==> src/inc/twl_pkg.sv <==
// Constants and carrier types for the temperature warning and input
// over-voltage limit bank.
// Assumes a command-coded register port on the device side.
// How it works
// - Warn when temperature exceeds warning threshold
// - Warning sets status byte, word, alert low
// - Detect temperature warning within twenty milliseconds
// - Threshold low byte, 1 C per LSB
// - Temperature threshold resets to 145 C
// - Input above limit sets over-voltage flags
// - Power stage off while over-voltage present
// - Power stage resumes when input falls back
// - Over-voltage threshold unsigned, 500 mV per LSB
// - Over-voltage threshold resets to 16.5 V
package twl_pkg;
   // ==========================================================
   // Command codes and reset values
   localparam logic [7:0]  CMD_TEMP_WARN    = 8'h51;
   localparam logic [7:0]  CMD_VIN_OV_FAULT = 8'h55;
   localparam logic [7:0]  CMD_STATUS_BYTE  = 8'h78;
   localparam logic [7:0]  CMD_STATUS_WORD  = 8'h79;
   localparam logic [15:0] TEMP_WARN_RST    = 16'h0091;
   localparam logic [15:0] VIN_OV_RST       = 16'h0021;
   // Writable widths: temperature low byte, voltage bits 11:0
   localparam int          TEMP_BITS        = 8;
   localparam int          VIN_BITS         = 12;
   // Status field positions
   localparam int          SB_TEMP_BIT      = 2;
   localparam int          SB_OFF_BIT       = 6;
   localparam int          SW_VIN_BIT       = 13;
   // ==========================================================
   // Detection time bound
   localparam int          DETECT_MS        = 20;
   localparam int          CLK_MHZ          = 250;
   localparam longint      DETECT_CYC       = longint'(DETECT_MS) * 1000 * CLK_MHZ;

   typedef struct packed {
      logic        wr;
      logic [7:0]  cmd;
      logic [15:0] data;
   } twl_req_t;

   typedef struct packed {
      logic        valid;
      logic [7:0]  temp;
      logic [11:0] vin;
   } twl_sample_t;
endpackage

==> src/rtl/twl_top.sv <==
// Limit registers, comparators and status for temperature warning and
// input over-voltage fault.
// Assumes the command port is decoded by the management bus front end
// and that samples arrive synchronous to REF_CLK.
`timescale 1ns/1ps
module twl_top (
   input  wire logic               REF_CLK,
   input  wire logic               NRST,
   input  wire logic               CLK_EN,
   input  wire twl_pkg::twl_req_t  REQ,
   input  wire logic               REQ_VALID,
   output logic [15:0]             RD_DATA,
   input  wire twl_pkg::twl_sample_t SAMPLE,
   output logic                    ALERT_OUTPUT_N_O,
   output logic                    ALERT_OUTPUT_N_OE,
   output logic                    POWER_STAGE_EN,
   output logic                    TEMP_WARN,
   output logic                    VIN_OV_FAULT
);
   import twl_pkg::*;

   // ==========================================================
   // Reset release
   logic rst_s1_r;
   logic rst_n_r;
   always_ff @(posedge REF_CLK or negedge NRST) begin
      if (!NRST) begin
         rst_s1_r <= 1'b0;
         rst_n_r  <= 1'b0;
      end else begin
         rst_s1_r <= 1'b1;
         rst_n_r  <= rst_s1_r;
      end
   end

   // ==========================================================
   // Limit registers
   logic [TEMP_BITS-1:0] temp_lim_r;
   logic [VIN_BITS-1:0]  vin_lim_r;
   wire                  wr_temp = REQ_VALID & REQ.wr & (REQ.cmd == CMD_TEMP_WARN);
   wire                  wr_vin  = REQ_VALID & REQ.wr & (REQ.cmd == CMD_VIN_OV_FAULT);

   // Only writable bits stored, upper bits read zero
   always_ff @(posedge REF_CLK or negedge rst_n_r) begin
      if (!rst_n_r) begin
         temp_lim_r <= TEMP_WARN_RST[TEMP_BITS-1:0];
         vin_lim_r  <= VIN_OV_RST[VIN_BITS-1:0];
      end else if (CLK_EN) begin
         if (wr_temp)
            temp_lim_r <= REQ.data[TEMP_BITS-1:0];
         if (wr_vin)
            vin_lim_r <= REQ.data[VIN_BITS-1:0];
      end
   end

   // ==========================================================
   // Comparators, evaluated per sample against live limits
   logic temp_warn_r;
   logic vin_ov_r;
   wire  temp_hi = SAMPLE.temp > temp_lim_r;
   wire  vin_hi  = SAMPLE.vin > vin_lim_r;

   // Warnings are live: they follow each sample, so the one-sample
   // latency is far inside the detection bound
   always_ff @(posedge REF_CLK or negedge rst_n_r) begin
      if (!rst_n_r) begin
         temp_warn_r <= 1'b0;
         vin_ov_r    <= 1'b0;
      end else if (CLK_EN && SAMPLE.valid) begin
         temp_warn_r <= temp_hi;
         vin_ov_r    <= vin_hi;
      end
   end

   // ==========================================================
   // Status and outputs
   wire [7:0]  status_byte = {1'b0, vin_ov_r, 3'b000, temp_warn_r, 2'b00};
   wire [15:0] status_word = {2'b00, vin_ov_r, 5'b0, status_byte};
   wire [15:0] rd_nxt =
      (REQ.cmd == CMD_TEMP_WARN)    ? {8'h00, temp_lim_r} :
      (REQ.cmd == CMD_VIN_OV_FAULT) ? {4'h0, vin_lim_r}   :
      (REQ.cmd == CMD_STATUS_BYTE)  ? {8'h00, status_byte} :
      (REQ.cmd == CMD_STATUS_WORD)  ? status_word : 16'h0000;

   always_ff @(posedge REF_CLK or negedge rst_n_r) begin
      if (!rst_n_r)
         RD_DATA <= 16'h0000;
      else if (CLK_EN && REQ_VALID && !REQ.wr)
         RD_DATA <= rd_nxt;
   end

   // Open drain: enable low means pulling the line low
   assign ALERT_OUTPUT_N_O  = 1'b0;
   assign ALERT_OUTPUT_N_OE = ~temp_warn_r;
   // Stage off during fault, back on by itself
   assign POWER_STAGE_EN    = ~vin_ov_r;
   assign TEMP_WARN         = temp_warn_r;
   assign VIN_OV_FAULT      = vin_ov_r;

   // ==========================================================
   // Checks
   sample_temp_a: assert property (@(posedge REF_CLK) disable iff (!rst_n_r)
      CLK_EN && SAMPLE.valid |=> temp_warn_r == $past(temp_hi))
      else $error("temperature warning wrong");
   alert_pin_a: assert property (@(posedge REF_CLK) disable iff (!rst_n_r)
      temp_warn_r == !ALERT_OUTPUT_N_OE && status_byte[SB_TEMP_BIT] == temp_warn_r)
      else $error("alert not tied to warning");
   vin_flag_a: assert property (@(posedge REF_CLK) disable iff (!rst_n_r)
      CLK_EN && SAMPLE.valid |=> vin_ov_r == $past(vin_hi))
      else $error("over-voltage flag wrong");
   stage_off_a: assert property (@(posedge REF_CLK) disable iff (!rst_n_r)
      vin_ov_r |-> !POWER_STAGE_EN)
      else $error("power stage on during fault");
   stage_back_a: assert property (@(posedge REF_CLK) disable iff (!rst_n_r)
      CLK_EN && SAMPLE.valid && !vin_hi |=> POWER_STAGE_EN)
      else $error("power stage did not resume");
   temp_upper_a: assert property (@(posedge REF_CLK) disable iff (!rst_n_r)
      CLK_EN && REQ_VALID && !REQ.wr && REQ.cmd == CMD_TEMP_WARN |=> RD_DATA[15:8] == 8'h00)
      else $error("upper byte not zero");
   limit_write_a: assert property (@(posedge REF_CLK) disable iff (!rst_n_r)
      CLK_EN && wr_vin |=> vin_lim_r == $past(REQ.data[VIN_BITS-1:0]))
      else $error("limit write lost");
   warn_bound_a: assert property (@(posedge REF_CLK) disable iff (!rst_n_r)
      CLK_EN && SAMPLE.valid && temp_hi |=> temp_warn_r)
      else $error("warning not raised in time");
   reset_val_a: assert property (@(posedge REF_CLK)
      $rose(rst_n_r) |-> temp_lim_r == 8'h91 && vin_lim_r == 12'h021)
      else $error("bad reset limits");
endmodule

==> config.mk <==
export PLATFORM = sky130hd
export DESIGN_NAME = twl_top
export DESIGN_NICKNAME = d
export VERILOG_FILES = /design/src/inc/twl_pkg.sv /design/src/rtl/twl_top.sv
export SDC_FILE = /design/constraint.sdc
export NUM_CORES = 1
export LEC_CHECK = 0
export BUFFER_PORTS_ARGS = -buffer_cell sky130_fd_sc_hd__buf_4
export CAP_MARGIN = 20
export CORE_MARGIN = 8
export CORE_UTILIZATION = 53
export CTS_BUF_LIST = sky130_fd_sc_hd__clkbuf_8
export CTS_CLUSTER_DIAMETER = 60
export DETAILED_ROUTE_END_ITERATION = 8
export GPL_TIMING_DRIVEN = 0
export PLACE_DENSITY_LB_ADDON = 0.1
export SYNTH_ARGS = -nofsm -noshare
export SYNTH_HDL_FRONTEND = slang
export SYNTH_SLANG_ARGS = --single-unit
==> constraint.sdc <==
create_clock -name REF_CLK -period 2.4 [get_ports REF_CLK]
set_input_delay 0.48 -clock REF_CLK [delete_from_list [all_inputs] [get_ports REF_CLK]]
set_output_delay 0.48 -clock REF_CLK [all_outputs]
set_load 0.02 [all_outputs]
; ---- Word-level counts from Yosys, hierarchy flattened
; Index checks and enable logic that the tools add are counted.
[classes]
order_cmp = 2
muxes = 4
reduce_logical = 6
n_eq_ne = 4
bitwise = 5
[ops]
columns = op, n
row1 = $mux W14, 4
row2 = $eq A8 B7 Y1 const B, 4
row3 = $gt A12 B12 Y1, 1
row4 = $gt A8 B8 Y1, 1
row5 = $reduce_and A2 Y1, 2
row6 = $and A1 B1 Y1, 3
row7 = $logic_and A1 B1 Y1, 3
row8 = $not A1 Y1, 2
row9 = $logic_not A1 Y1, 1
[word_totals]
inputBits = 50
register_bits = 40

; ---- Longest topological paths before layout
; Gate-level depths: netlist of the first run.
[logic_depth]
word_depth = 5
depth_mapped = 7
depth_no_buf = 7

; ---- Worst setup path after synthesis of the first run
; No wires, ideal clock.
[synth_path]
path_kind = input-to-reg
start = in REQ[17] (netlist name)
end = reg vin_lim_r[10]
n_path_buf = 1
path_slack_ps = 589
setup_time_ps = 125
arrival_time_ps = 1686
cell_stages = 5
cell_sequence = nand4bb_4 > nand2b_4 > or3_4 > buf_6 > mux2_4
[synth_via]
elab_chain_len = 3
[synth_rtl]
columns = item, line
row1 = "start, declared", twl_top.sv:10  ; input wire twl_pkg::twl_req_t REQ,
row2 = $eq A8 B7 Y1, twl_top.sv:41  ; wire wr_vin = REQ_VALID & REQ.wr & (REQ.cmd == CMD_VIN_OV_FAULT);
row3 = $and A1 B1 Y1, twl_top.sv:41
row4 = $reduce_and A2 Y1 (no line), --
row5 = "end signal, assigned", twl_top.sv:47  ; vin_lim_r <= VIN_OV_RST[VIN_BITS-1:0];
row6 = "end signal, assigned", twl_top.sv:52  ; vin_lim_r <= REQ.data[VIN_BITS-1:0];
row7 = "end, declared", twl_top.sv:39  ; logic [VIN_BITS-1:0] vin_lim_r;
; Every way passes these cells.
; A chain may end at the register's enable or synchronous reset.

; ---- Final worst setup path of the first run
[layout_path]
start = reg vin_lim_r[10]
end = reg vin_ov_r, in the netlist VIN_OV_FAULT
[layout_via]
elab_chain_len = 1
[layout_rtl]
columns = item, line
row1 = $gt A12 B12 Y1, twl_top.sv:61  ; wire vin_hi = SAMPLE.vin > vin_lim_r;
row2 = "end signal, assigned", twl_top.sv:71  ; vin_ov_r <= vin_hi;
row3 = "end, declared", twl_top.sv:59  ; logic vin_ov_r;
; Every way passes these cells.

==> results of run 1 <==
metal layers:
metal	up-vias	share of wire
met5	-	0
met4	0	0.023
met3	12	0.066
met2	54	0.49
met1	783	0.42
li1	840	-
state kept, by name, summed over array words and instances, names as in the netlist:
| signal | count |
|---|---|
| RD_DATA | 13 |
| vin_lim_r | 12 |
| temp_lim_r | 8 |
| TEMP_WARN | 1 |
| VIN_OV_FAULT | 1 |
| rst_n_r | 1 |
| rst_s1_r | 1 |
synth_stat cells (all sizes together):
master,count,share of area
and4,2,0.0084
nor3,2,0.0072
nor3b,1,0.0090
a22oi,6,0.022
o31ai,1,0.0036
buf,5,0.020
nand2b,1,0.0066
nand3b,1,0.0036
a221oi,1,0.0042
inv,23,0.041
o21ai,19,0.046
dfrtp,32,0.38
conb,2,0.0036
and2,1,0.0030
nor2b,2,0.0060
a32o,1,0.0048
nor2,5,0.0090
a21oi,7,0.017
nand4,5,0.015
ha,20,0.12
mux2,13,0.088
dfstp,5,0.063
clkbuf,3,0.0054
nand2,28,0.050
nand3,2,0.0048
a21o,2,0.0072
nand4bb,1,0.013
o211ai,2,0.0072
or3,1,0.0054
a2111oi,3,0.013
a221o,2,0.0096
repair_timing:
| item | in CTS | in global routing |
|---|---|---|
| hold endpoints to repair | 2 | 0 |
| hold buffers | 1 | 0 |
| gates resized for setup | 0 | 0 |
power breakdown:
| part | leakage [nW] | switching [mW] | internal [mW] |
|---|---|---|---|
| clock | 0.0491 | 0.210 | 0.197 |
| combinational | 0.869 | 0.0828 | 0.0982 |
| sequential | 0.465 | 0.0126 | 0.637 |
| total | 1.38 | 0.305 | 0.932 |
path summary, 6_finish.rpt:
kind / slack [ps] / startpoint / cells past startpoint / end
min: 250 / rst_n_r / 0 / RD_DATA[6]
max: 510 / vin_lim_r[10] / 7 / VIN_OV_FAULT
min in group REF_CLK: 360 / rst_s1_r / 0 / rst_n_r
max in group asynchronous: 1540 / rst_n_r / 1 / vin_lim_r[0]
min reg2reg: 250 / rst_n_r / 0 / RD_DATA[6]
max reg2reg: 510 / vin_lim_r[10] / 7 / VIN_OV_FAULT
logic make-up (layout without fill, tap and decap cells):
kind of cell	count (synthesis)	after routing	share of synthesized area
AO/OA/AOI/OAI	44	44	0.1332
AND/OR/NAND/NOR	52	52	0.1416
buffers and inverters	31	103	0.06659
adder cells (fa/ha/maj)	20	20	0.1200
flip-flops	37	37	0.4469
other	2	5	0.003601
multiplexers	13	13	0.08818
layout make-up:
class	count	share of cell area
sequential	37	0.3396
buffer	8	0.01914
inverter	23	0.03145
clock inverter	3	0.005014
tap	50	0.02279
timing repair buffer	64	0.1832
clock buffer	5	0.02507
multi-input combinational	134	0.3737
metrics by stage:
step | total power, mW | setup slack, ps | area (um2)
final | 1.237 | 511.9 | 2745
after global placement | 0.8315 | 297.2 | 2625
after CTS | 1.251 | 510.8 | 2745
after detailed placement | 0.8421 | 286.3 | 2653
after floorplan | 0.7388 | 588.8 | 2097
after global routing | 1.300 | 418.7 | 2745
==> impl_metrics.toml, run 1 <==
[status]
status = "finished clean"

[critical_path]
slowest_delay_ps = 460
path_max_fanout = 3
cp_cell_sequence = "inv_1 -> ha_1 -> and4_1 -> nand4_1 -> a21oi_1 -> a2111oi_0 -> a221oi_1"
path_delay_family = "compound AO/OA/AOI/OAI gates"
worst-setup-path-type = "flip-flop to flip-flop"
crit_slowest_cell = "a2111oi_0"
cp-start-kind = "flip-flop"
crit_buf_inv = 1
critPathCaptureType = "flip-flop"
worstPathRequired_ps = 2540
crit_arrival_ps = 2030

[power]
ir_drop_uv = 313.0
leakage_nw = 1.383
powerDensity_nw_per_um2 = 450.5

[sta]
worst_pin_slew_ps = 750.0
slew_violations = 0
hold_viol_final = 0
rsz0062_at_grt = "false"
hold-worst-slack_ps = 251.7
fmax_mhz = 529.6
period_needed_ps = 1888
skew_ps = 4.686
slew_headroom = 0.4981
finalSetupViolations = 0
period_share = 0.7867
setup_tns_ps = 0

[cells_and_area]
fin_cells = 324
n_fill_cell = 332
drive_gt1_frac = 0.3577
layout.nets = 343
area_growth_syn_to_layout_pct = 31.61
finalCoreUtilization = 0.7066
multi_input_area_um2 = 1026
mostFrequentLayoutCell = "buf_4"
seqCellArea_um2 = 932.1
antenna_cells = 0
layout_common_cells = "buf_4 (66), dfrtp_1 (32), nand2_1 (28), inv_1 (24), ha_1 (20)"

[yosys]
yosys_warnings = 0
ys_types = 34
postSynthAreaPerCell_um2 = 10.48
synthCells = 199
ys_ff_latch = 37
ys_seq_area_frac = 0.4469
syn_area_um2 = 2086

[global_route]
antenna_found_initial = 0
first_global_vias = 1817
grt.busiest_layer = "met2"
met1_usage = 0.1986
grt_max_degree = 24
grt_usage = 0.1710
grt_remaining_overflow = 0
grtUsageMet2 = 0.2817
globalRouteMet3Util = 0.05305
grt_pass1_wl_mm = 8.487

[cts]
clk_latency_ps = 280
clockBufferDepth = 2
clockRootBuffer = "clkbuf_8"
cts_tree = "yes"
htree_levels = 2
clk_pin_slew_ps = 70
cts_setup_buffers = 0
clock-sinks = 37
cts_buffers = 5

[die]
num_rows = 23
start_util = 0.5369
die_w_um = 78.73
die_area_um2 = 6198
core-area_um2 = 3885
ios = 71
fp.dieH_um = 78.73

[detailed_routing]
wirelength_mm = 4.953
wl_per_cell_um = 15.29
drt_pass1_iterations = 4
drt_iter0_drc = 58
vias_per_cell = 5.213
ant_nets = 0
vias = 1689
drcViolationCount = 0

[min_path]
min_path_type = "flip-flop to asynchronous set/reset pin"

[place]
dp_cells = 315
detailedPlacementHpwl_mm = 4.126
gp_congestion = 0.7734
io_buffers = 62

[flow_run]
maxCapViolations = 0
Note: power is estimated with default switching activity, not from simulation.
==> run 2, diff against run 1 <==
- ABC_AREA: not set -> 1
- CORE_UTILIZATION: 53 -> 48
- clock period: 2.4 -> 1.7 ns (I/O delays scaled with it)
==> run 2 against run 1 <==
Compared with the run above: worst setup slack got worse by 280 ps; cell count increased by 35%; via count increased by 23%; critical path depth increased by 2; non-clock buffer count increased by 2; utilization decreased by 6.3 points; clock-buffer cell count increased by 1; maximum frequency increased by 29%; register-to-register slack got worse by 280 ps; area after synthesis increased by 13%; routed wire length increased by 13%; critical path type unchanged; largest cell class unchanged; largest power group unchanged.
==> impl_metrics.toml, run 2 <==
[status]
status = "finished clean"

[yosys]
yosys_warnings = 0
synth.most_common_cell = "nand2_1"
synth_area_leaders = "dfrtp_1 (34%), nand2_1 (11%), ha_1 (11%)"
ys_seq_area_frac = 0.3967
ys_types = 29
yosys.area.top_type_share = 0.3408
synth_edf_count = 0
postSynthAreaPerCell_um2 = 7.965
ys.flop_type = "dfrtp_1"
synth_common_cells = "nand2_1 (68), inv_1 (57), dfrtp_1 (32)"
async_flop_share = 1.000
synth_largest_area_cell = "dfrtp_1"
ys_ff_latch = 37
syn_area_um2 = 2350
synthCells = 295

[sta]
slew_violations = 0
hold-worst-slack_ps = 295.6
worst_pin_slew_ps = 763.5
rsz0062_at_grt = "false"
slew_headroom = 0.4910
period_needed_ps = 1469
fmax_mhz = 680.9
period_share = 0.8639
finalSetupViolations = 0
skew_ps = 3.557
hold_viol_final = 0

[global_route]
antenna_found_initial = 0
grt_max_degree = 36
grt_usage = 0.1593
globalRouteMet3Util = 0.04680
grtUsageMet2 = 0.2785
first_global_vias = 2135
grt.busiest_layer = "met2"
met1_usage = 0.1848
grt_pass1_wl_mm = 9.549
grt_remaining_overflow = 0

[cells_and_area]
largest_reg_flops = 13
drive_gt1_frac = 0.3008
layout.nets = 438
area_growth_syn_to_layout_pct = 29.45
seqCellArea_um2 = 933.4
n_fill_cell = 433
layout_common_cells = "nand2_1 (68), buf_4 (68), inv_1 (57), dfrtp_1 (31), nor2_1 (23)"
antenna_cells = 0
multi_input_area_um2 = 1107
largestRegisters = "RD_DATA (13), vin_lim_r (12), temp_lim_r (8)"
stdcell_area_um2 = 3042
regMostFlops = "RD_DATA"

[power]
pwr-share-seq = 0.452
p_sw_mw = 0.5605
power_frac_comb = 0.180
powerDensity_nw_per_um2 = 706.4
intPower_mw = 1.588
ir_drop_uv = 387.8
p_sw_frac = 0.2609
clkPwrFrac = 0.368
leakage_nw = 1.594

[place]
io_buffers = 62
gp_congestion = 0.8352
place_area_um2 = 2912
detailedPlacementHpwl_mm = 4.542

[critical_path]
worst-setup-path-type = "flip-flop to flip-flop"
worstPathRequired_ps = 1880
crit_arrival_ps = 1650
cp-start-kind = "flip-flop"
critPathCaptureType = "flip-flop"
path_max_fanout = 3

[detailed_routing]
drt_pass1_iterations = 4
ant_nets = 0
drt_iter0_drc = 82
wl_per_cell_um = 12.87
wirelength_mm = 5.610
vias = 2074
drcViolationCount = 0
vias_per_cell = 4.757

[cts]
cts_resized = 0
cts_setup_buffers = 0
clockBufferDepth = 2
cts_buffers = 5
htree_levels = 2
cts_tree = "yes"
clock-sinks = 37
clockRootBuffer = "clkbuf_8"
hold_buffers = 1
clk_pin_slew_ps = 80
clk_latency_ps = 280

[die]
die_w_um = 85.97
num_rows = 25
ios = 71
die_area_um2 = 7390
fp.dieH_um = 85.97
core-area_um2 = 4723
start_util = 0.4975

[min_path]
min_path_type = "input pin to flip-flop"

[flow_run]
maxCapViolations = 0
[run 2: cell count changes in the layout (fill, tap and decap cells not counted), moves of 4 or more]
cell,delta
nand2_1,+40
inv_1,+33
nor2_1,+18
nand3_1,+12
o21ai_0,-12
o21ai_2,+12
mux2_4,-10
nand2_2,+8
a22oi_1,-6
a31oi_1,+6
o31ai_1,+4
[run 2: worst max-delay path, cell delays in order, from the launching register on]
cell and delay [ps]:
dfstp_2 560, inv_1 50, ha_1 280, nand4_1 80, nor2_1 140, nand2_1 70, nand2_1 60, inv_1 30
nand2_1 50, nand2_1 40
[run 2: power by group through the flow]
stage / sequential (mW) / combinational [mW] / clock, mW
after detailed placement: 0.989 / 0.387 / 0
after floorplan: 1.01 / 0.167 / 0
final: 0.971 / 0.386 / 0.791
after global routing: 0.979 / 0.434 / 0.846
after global placement: 0.990 / 0.378 / 0
after CTS: 0.972 / 0.391 / 0.807
[run 2: cell type report]
cell class                      instances  area share
Sequential cell                        37      0.3069
Inverter                               58     0.07158
Buffer                                 11     0.03414
Tap cell                               67     0.02756
Multi-Input combinational cell        192      0.3640
Timing Repair Buffer                   63      0.1563
Clock buffer                            6     0.02715
Clock inverter                          2     0.01234
[run 2: logic make-up (layout without fill, tap and decap cells)]
family | count (synthesis) | after routing | synth area share
flip-flops | 37 | 37 | 0.3967
AO/OA/AOI/OAI | 46 | 46 | 0.1310
buffers and inverters | 69 | 140 | 0.1368
adder cells (fa/ha/maj) | 20 | 20 | 0.1065
other | 2 | 5 | 0.003196
AND/OR/NAND/NOR | 121 | 121 | 0.2258
[run 2: through the flow]
step           worst slack [ps]  TNS, ps  utilization  total power [mW]  cells
3_5_place_dp             -40.30   -73.27       0.6164             1.376    427
4_1_cts                   224.9        0       0.6440             2.170    436
5_1_grt                   119.6        0       0.6440             2.258    436
3_3_place_gp             -1.023   -1.023       0.6162             1.367    427
6_report                  231.3        0       0.6440             2.149    436
2_1_floorplan             326.1        0            -             1.180    298
[run 2: routing by layer]
layer  part of all wire  up-vias
li1                   -     1059
met1               0.42      968
met2               0.51       42
met3              0.063        5
met4             0.0066        0
met5                  0        -
[run 2: path summary, 6_finish.rpt]
check                           slack, ps  cells after the start            to          from
worst max register to register        230                      9  VIN_OV_FAULT  vin_lim_r[5]
max in group asynchronous             870                      0   RD_DATA[10]       rst_n_r
worst min-delay path                  300                      3  vin_lim_r[5]        REQ[5]
worst max-delay path                  230                      9  VIN_OV_FAULT  vin_lim_r[5]
min in group asynchronous             340                      0  vin_lim_r[9]       rst_n_r
worst min register to register        340                      0  vin_lim_r[9]       rst_n_r
==> run 3, diff against run 2 <==
- BUFFER_PORTS_ARGS: -buffer_cell sky130_fd_sc_hd__buf_4 -> -buffer_cell sky130_fd_sc_hd__buf_2
- SETUP_SLACK_MARGIN: not set -> 0.02
==> run 3 against run 2 <==
Compared with the run above: clock power about the same; maximum frequency decreased by 2.3%; utilization down 3.3 points; global-route usage fell by 0.30 points; critical path depth unchanged; total power shrank 2.3%; design area down 5.1%; via count shrank 1.3%; sequential cell count unchanged; clock skew grew 3.3 ps; largest power group unchanged.
==> impl_metrics.toml, run 3 (synthesized netlist as in run 2, its figures left out) <==
[detailed_routing]
wirelength_mm = 5.444
vias_per_cell = 4.697
wl_per_cell_um = 12.49
drt_iter0_drc = 89
vias = 2048
ant_nets = 0
drcViolationCount = 0
drt_pass1_iterations = 4

[place]
io_buffers = 62
detailedPlacementHpwl_mm = 4.485
dp_cells = 427
gp_congestion = 0.8182

[sta]
worst_pin_slew_ps = 755.6
rsz0062_at_grt = "false"
slew_violations = 0
slew_headroom = 0.4962
skew_ps = 6.814
setup_tns_ps = 0
fmax_mhz = 665.4
finalSetupViolations = 0
period_needed_ps = 1503
hold_viol_final = 0
hold-worst-slack_ps = 285.2
period_share = 0.8840

[power]
leakage_nw = 1.548
ir_drop_uv = 546.8
powerDensity_nw_per_um2 = 726.9
post-layout-total-power_mw = 2.098

[cells_and_area]
n_fill_cell = 435
layout.nets = 438
finalCoreUtilization = 0.6111
layout_common_cells = "nand2_1 (68), buf_2 (62), inv_1 (57), dfrtp_1 (31), nor2_1 (23)"
largestRegisters = "RD_DATA (13), vin_lim_r (12), temp_lim_r (8)"
area_growth_syn_to_layout_pct = 22.84
seqCellArea_um2 = 933.4
regMostFlops = "RD_DATA"
drive_gt1_frac = 0.3008
fin_cells = 436
mostFrequentLayoutCell = "nand2_1"
multi_input_area_um2 = 1107
antenna_cells = 0
largest_reg_flops = 13

[die]
start_util = 0.4975
num_rows = 25
core-area_um2 = 4723
ios = 71
die_area_um2 = 7390
die_w_um = 85.97
fp.dieH_um = 85.97

[critical_path]
crit_buf_inv = 2
crit_slowest_cell = "dfstp_2"
cp_cell_sequence = "inv_1 -> ha_1 -> nand4_1 -> nor2_1 -> nand2_1 -> nand2_1 -> inv_1 -> nand2_1 -> nand2_1"
crit_top_cell = "nand2_1"
crit_arrival_ps = 1690
path_delay_family = "flip-flops"
cp-start-kind = "flip-flop"
worstPathRequired_ps = 1890
path_max_fanout = 3
critPathCaptureType = "flip-flop"
slowest_delay_ps = 560
worst-setup-path-type = "flip-flop to flip-flop"

[cts]
clk_latency_ps = 290
cts_resized = 0
cts_tree = "yes"
clockRootBuffer = "clkbuf_8"
clockBufferDepth = 2
htree_levels = 2
clk_pin_slew_ps = 70
clock-sinks = 37
cts_buffers = 5

[global_route]
grt_usage = 0.1563
grt_remaining_overflow = 0
antenna_found_initial = 0
first_global_vias = 2098
grt_pass1_wl_mm = 9.163
grt_max_degree = 36

[min_path]
min_path_type = "input pin to flip-flop"

[flow_run]
maxCapViolations = 0

[status]
status = "finished clean"
==> run 3: what timing repair did <==
item,in CTS,in global routing
hold endpoints to repair,2,0
hold buffers,1,0
setup buffers,0,0
==> run 3: metal layers <==
layer / vias to the layer above / share of wire / track usage
li1: 1063 / - / -
met1: 937 / 0.43 / 0.1745
met2: 40 / 0.49 / 0.2673
met3: 8 / 0.068 / 0.05062
met4: 0 / 0.015 / 0.06210
met5: - / 0 / 0
==> run 3: layout make-up <==
class,instances,area share
Buffer,11,0.03598
Inverter,58,0.07542
Timing Repair Buffer,63,0.1110
Multi-Input combinational cell,192,0.3836
Clock buffer,6,0.02861
Clock inverter,2,0.01300
Tap cell,67,0.02904
Sequential cell,37,0.3234
==> run 3: worst paths after layout <==
path / from / end / slack (ps) / cells after the start
hold reg to reg: rst_n_r / RD_DATA[8] / 340 / 0
hold / removal: REQ[11] / vin_lim_r[11] / 290 / 3
setup reg to reg: vin_lim_r[5] / VIN_OV_FAULT / 200 / 9
setup / recovery: vin_lim_r[5] / VIN_OV_FAULT / 200 / 9
min in group asynchronous: rst_n_r / RD_DATA[8] / 340 / 0
max in group asynchronous: rst_n_r / TEMP_WARN / 880 / 0
==> run 3: where the power goes <==
group	switching, mW	internal (mW)
Clock	0.316	0.477
Combinational	0.198	0.139
Sequential	0.0449	0.924
==> run 3: through the flow <==
step                instance area, um2  worst slack, ps
floorplan                         2361            326.1
global placement                  2755            18.75
detailed placement                2756           -27.07
CTS                               2887            182.1
global route                      2887            52.33
finish                            2887            197.2
==> run 3: worst reg2reg max path, cell delays in order (launching register included) <==
cell	delay, ps
dfstp_2	560
inv_1	50
ha_1	300
nand4_1	90
nor2_1	150
nand2_1	80
nand2_1	60
inv_1	30
nand2_1	50
nand2_1	40
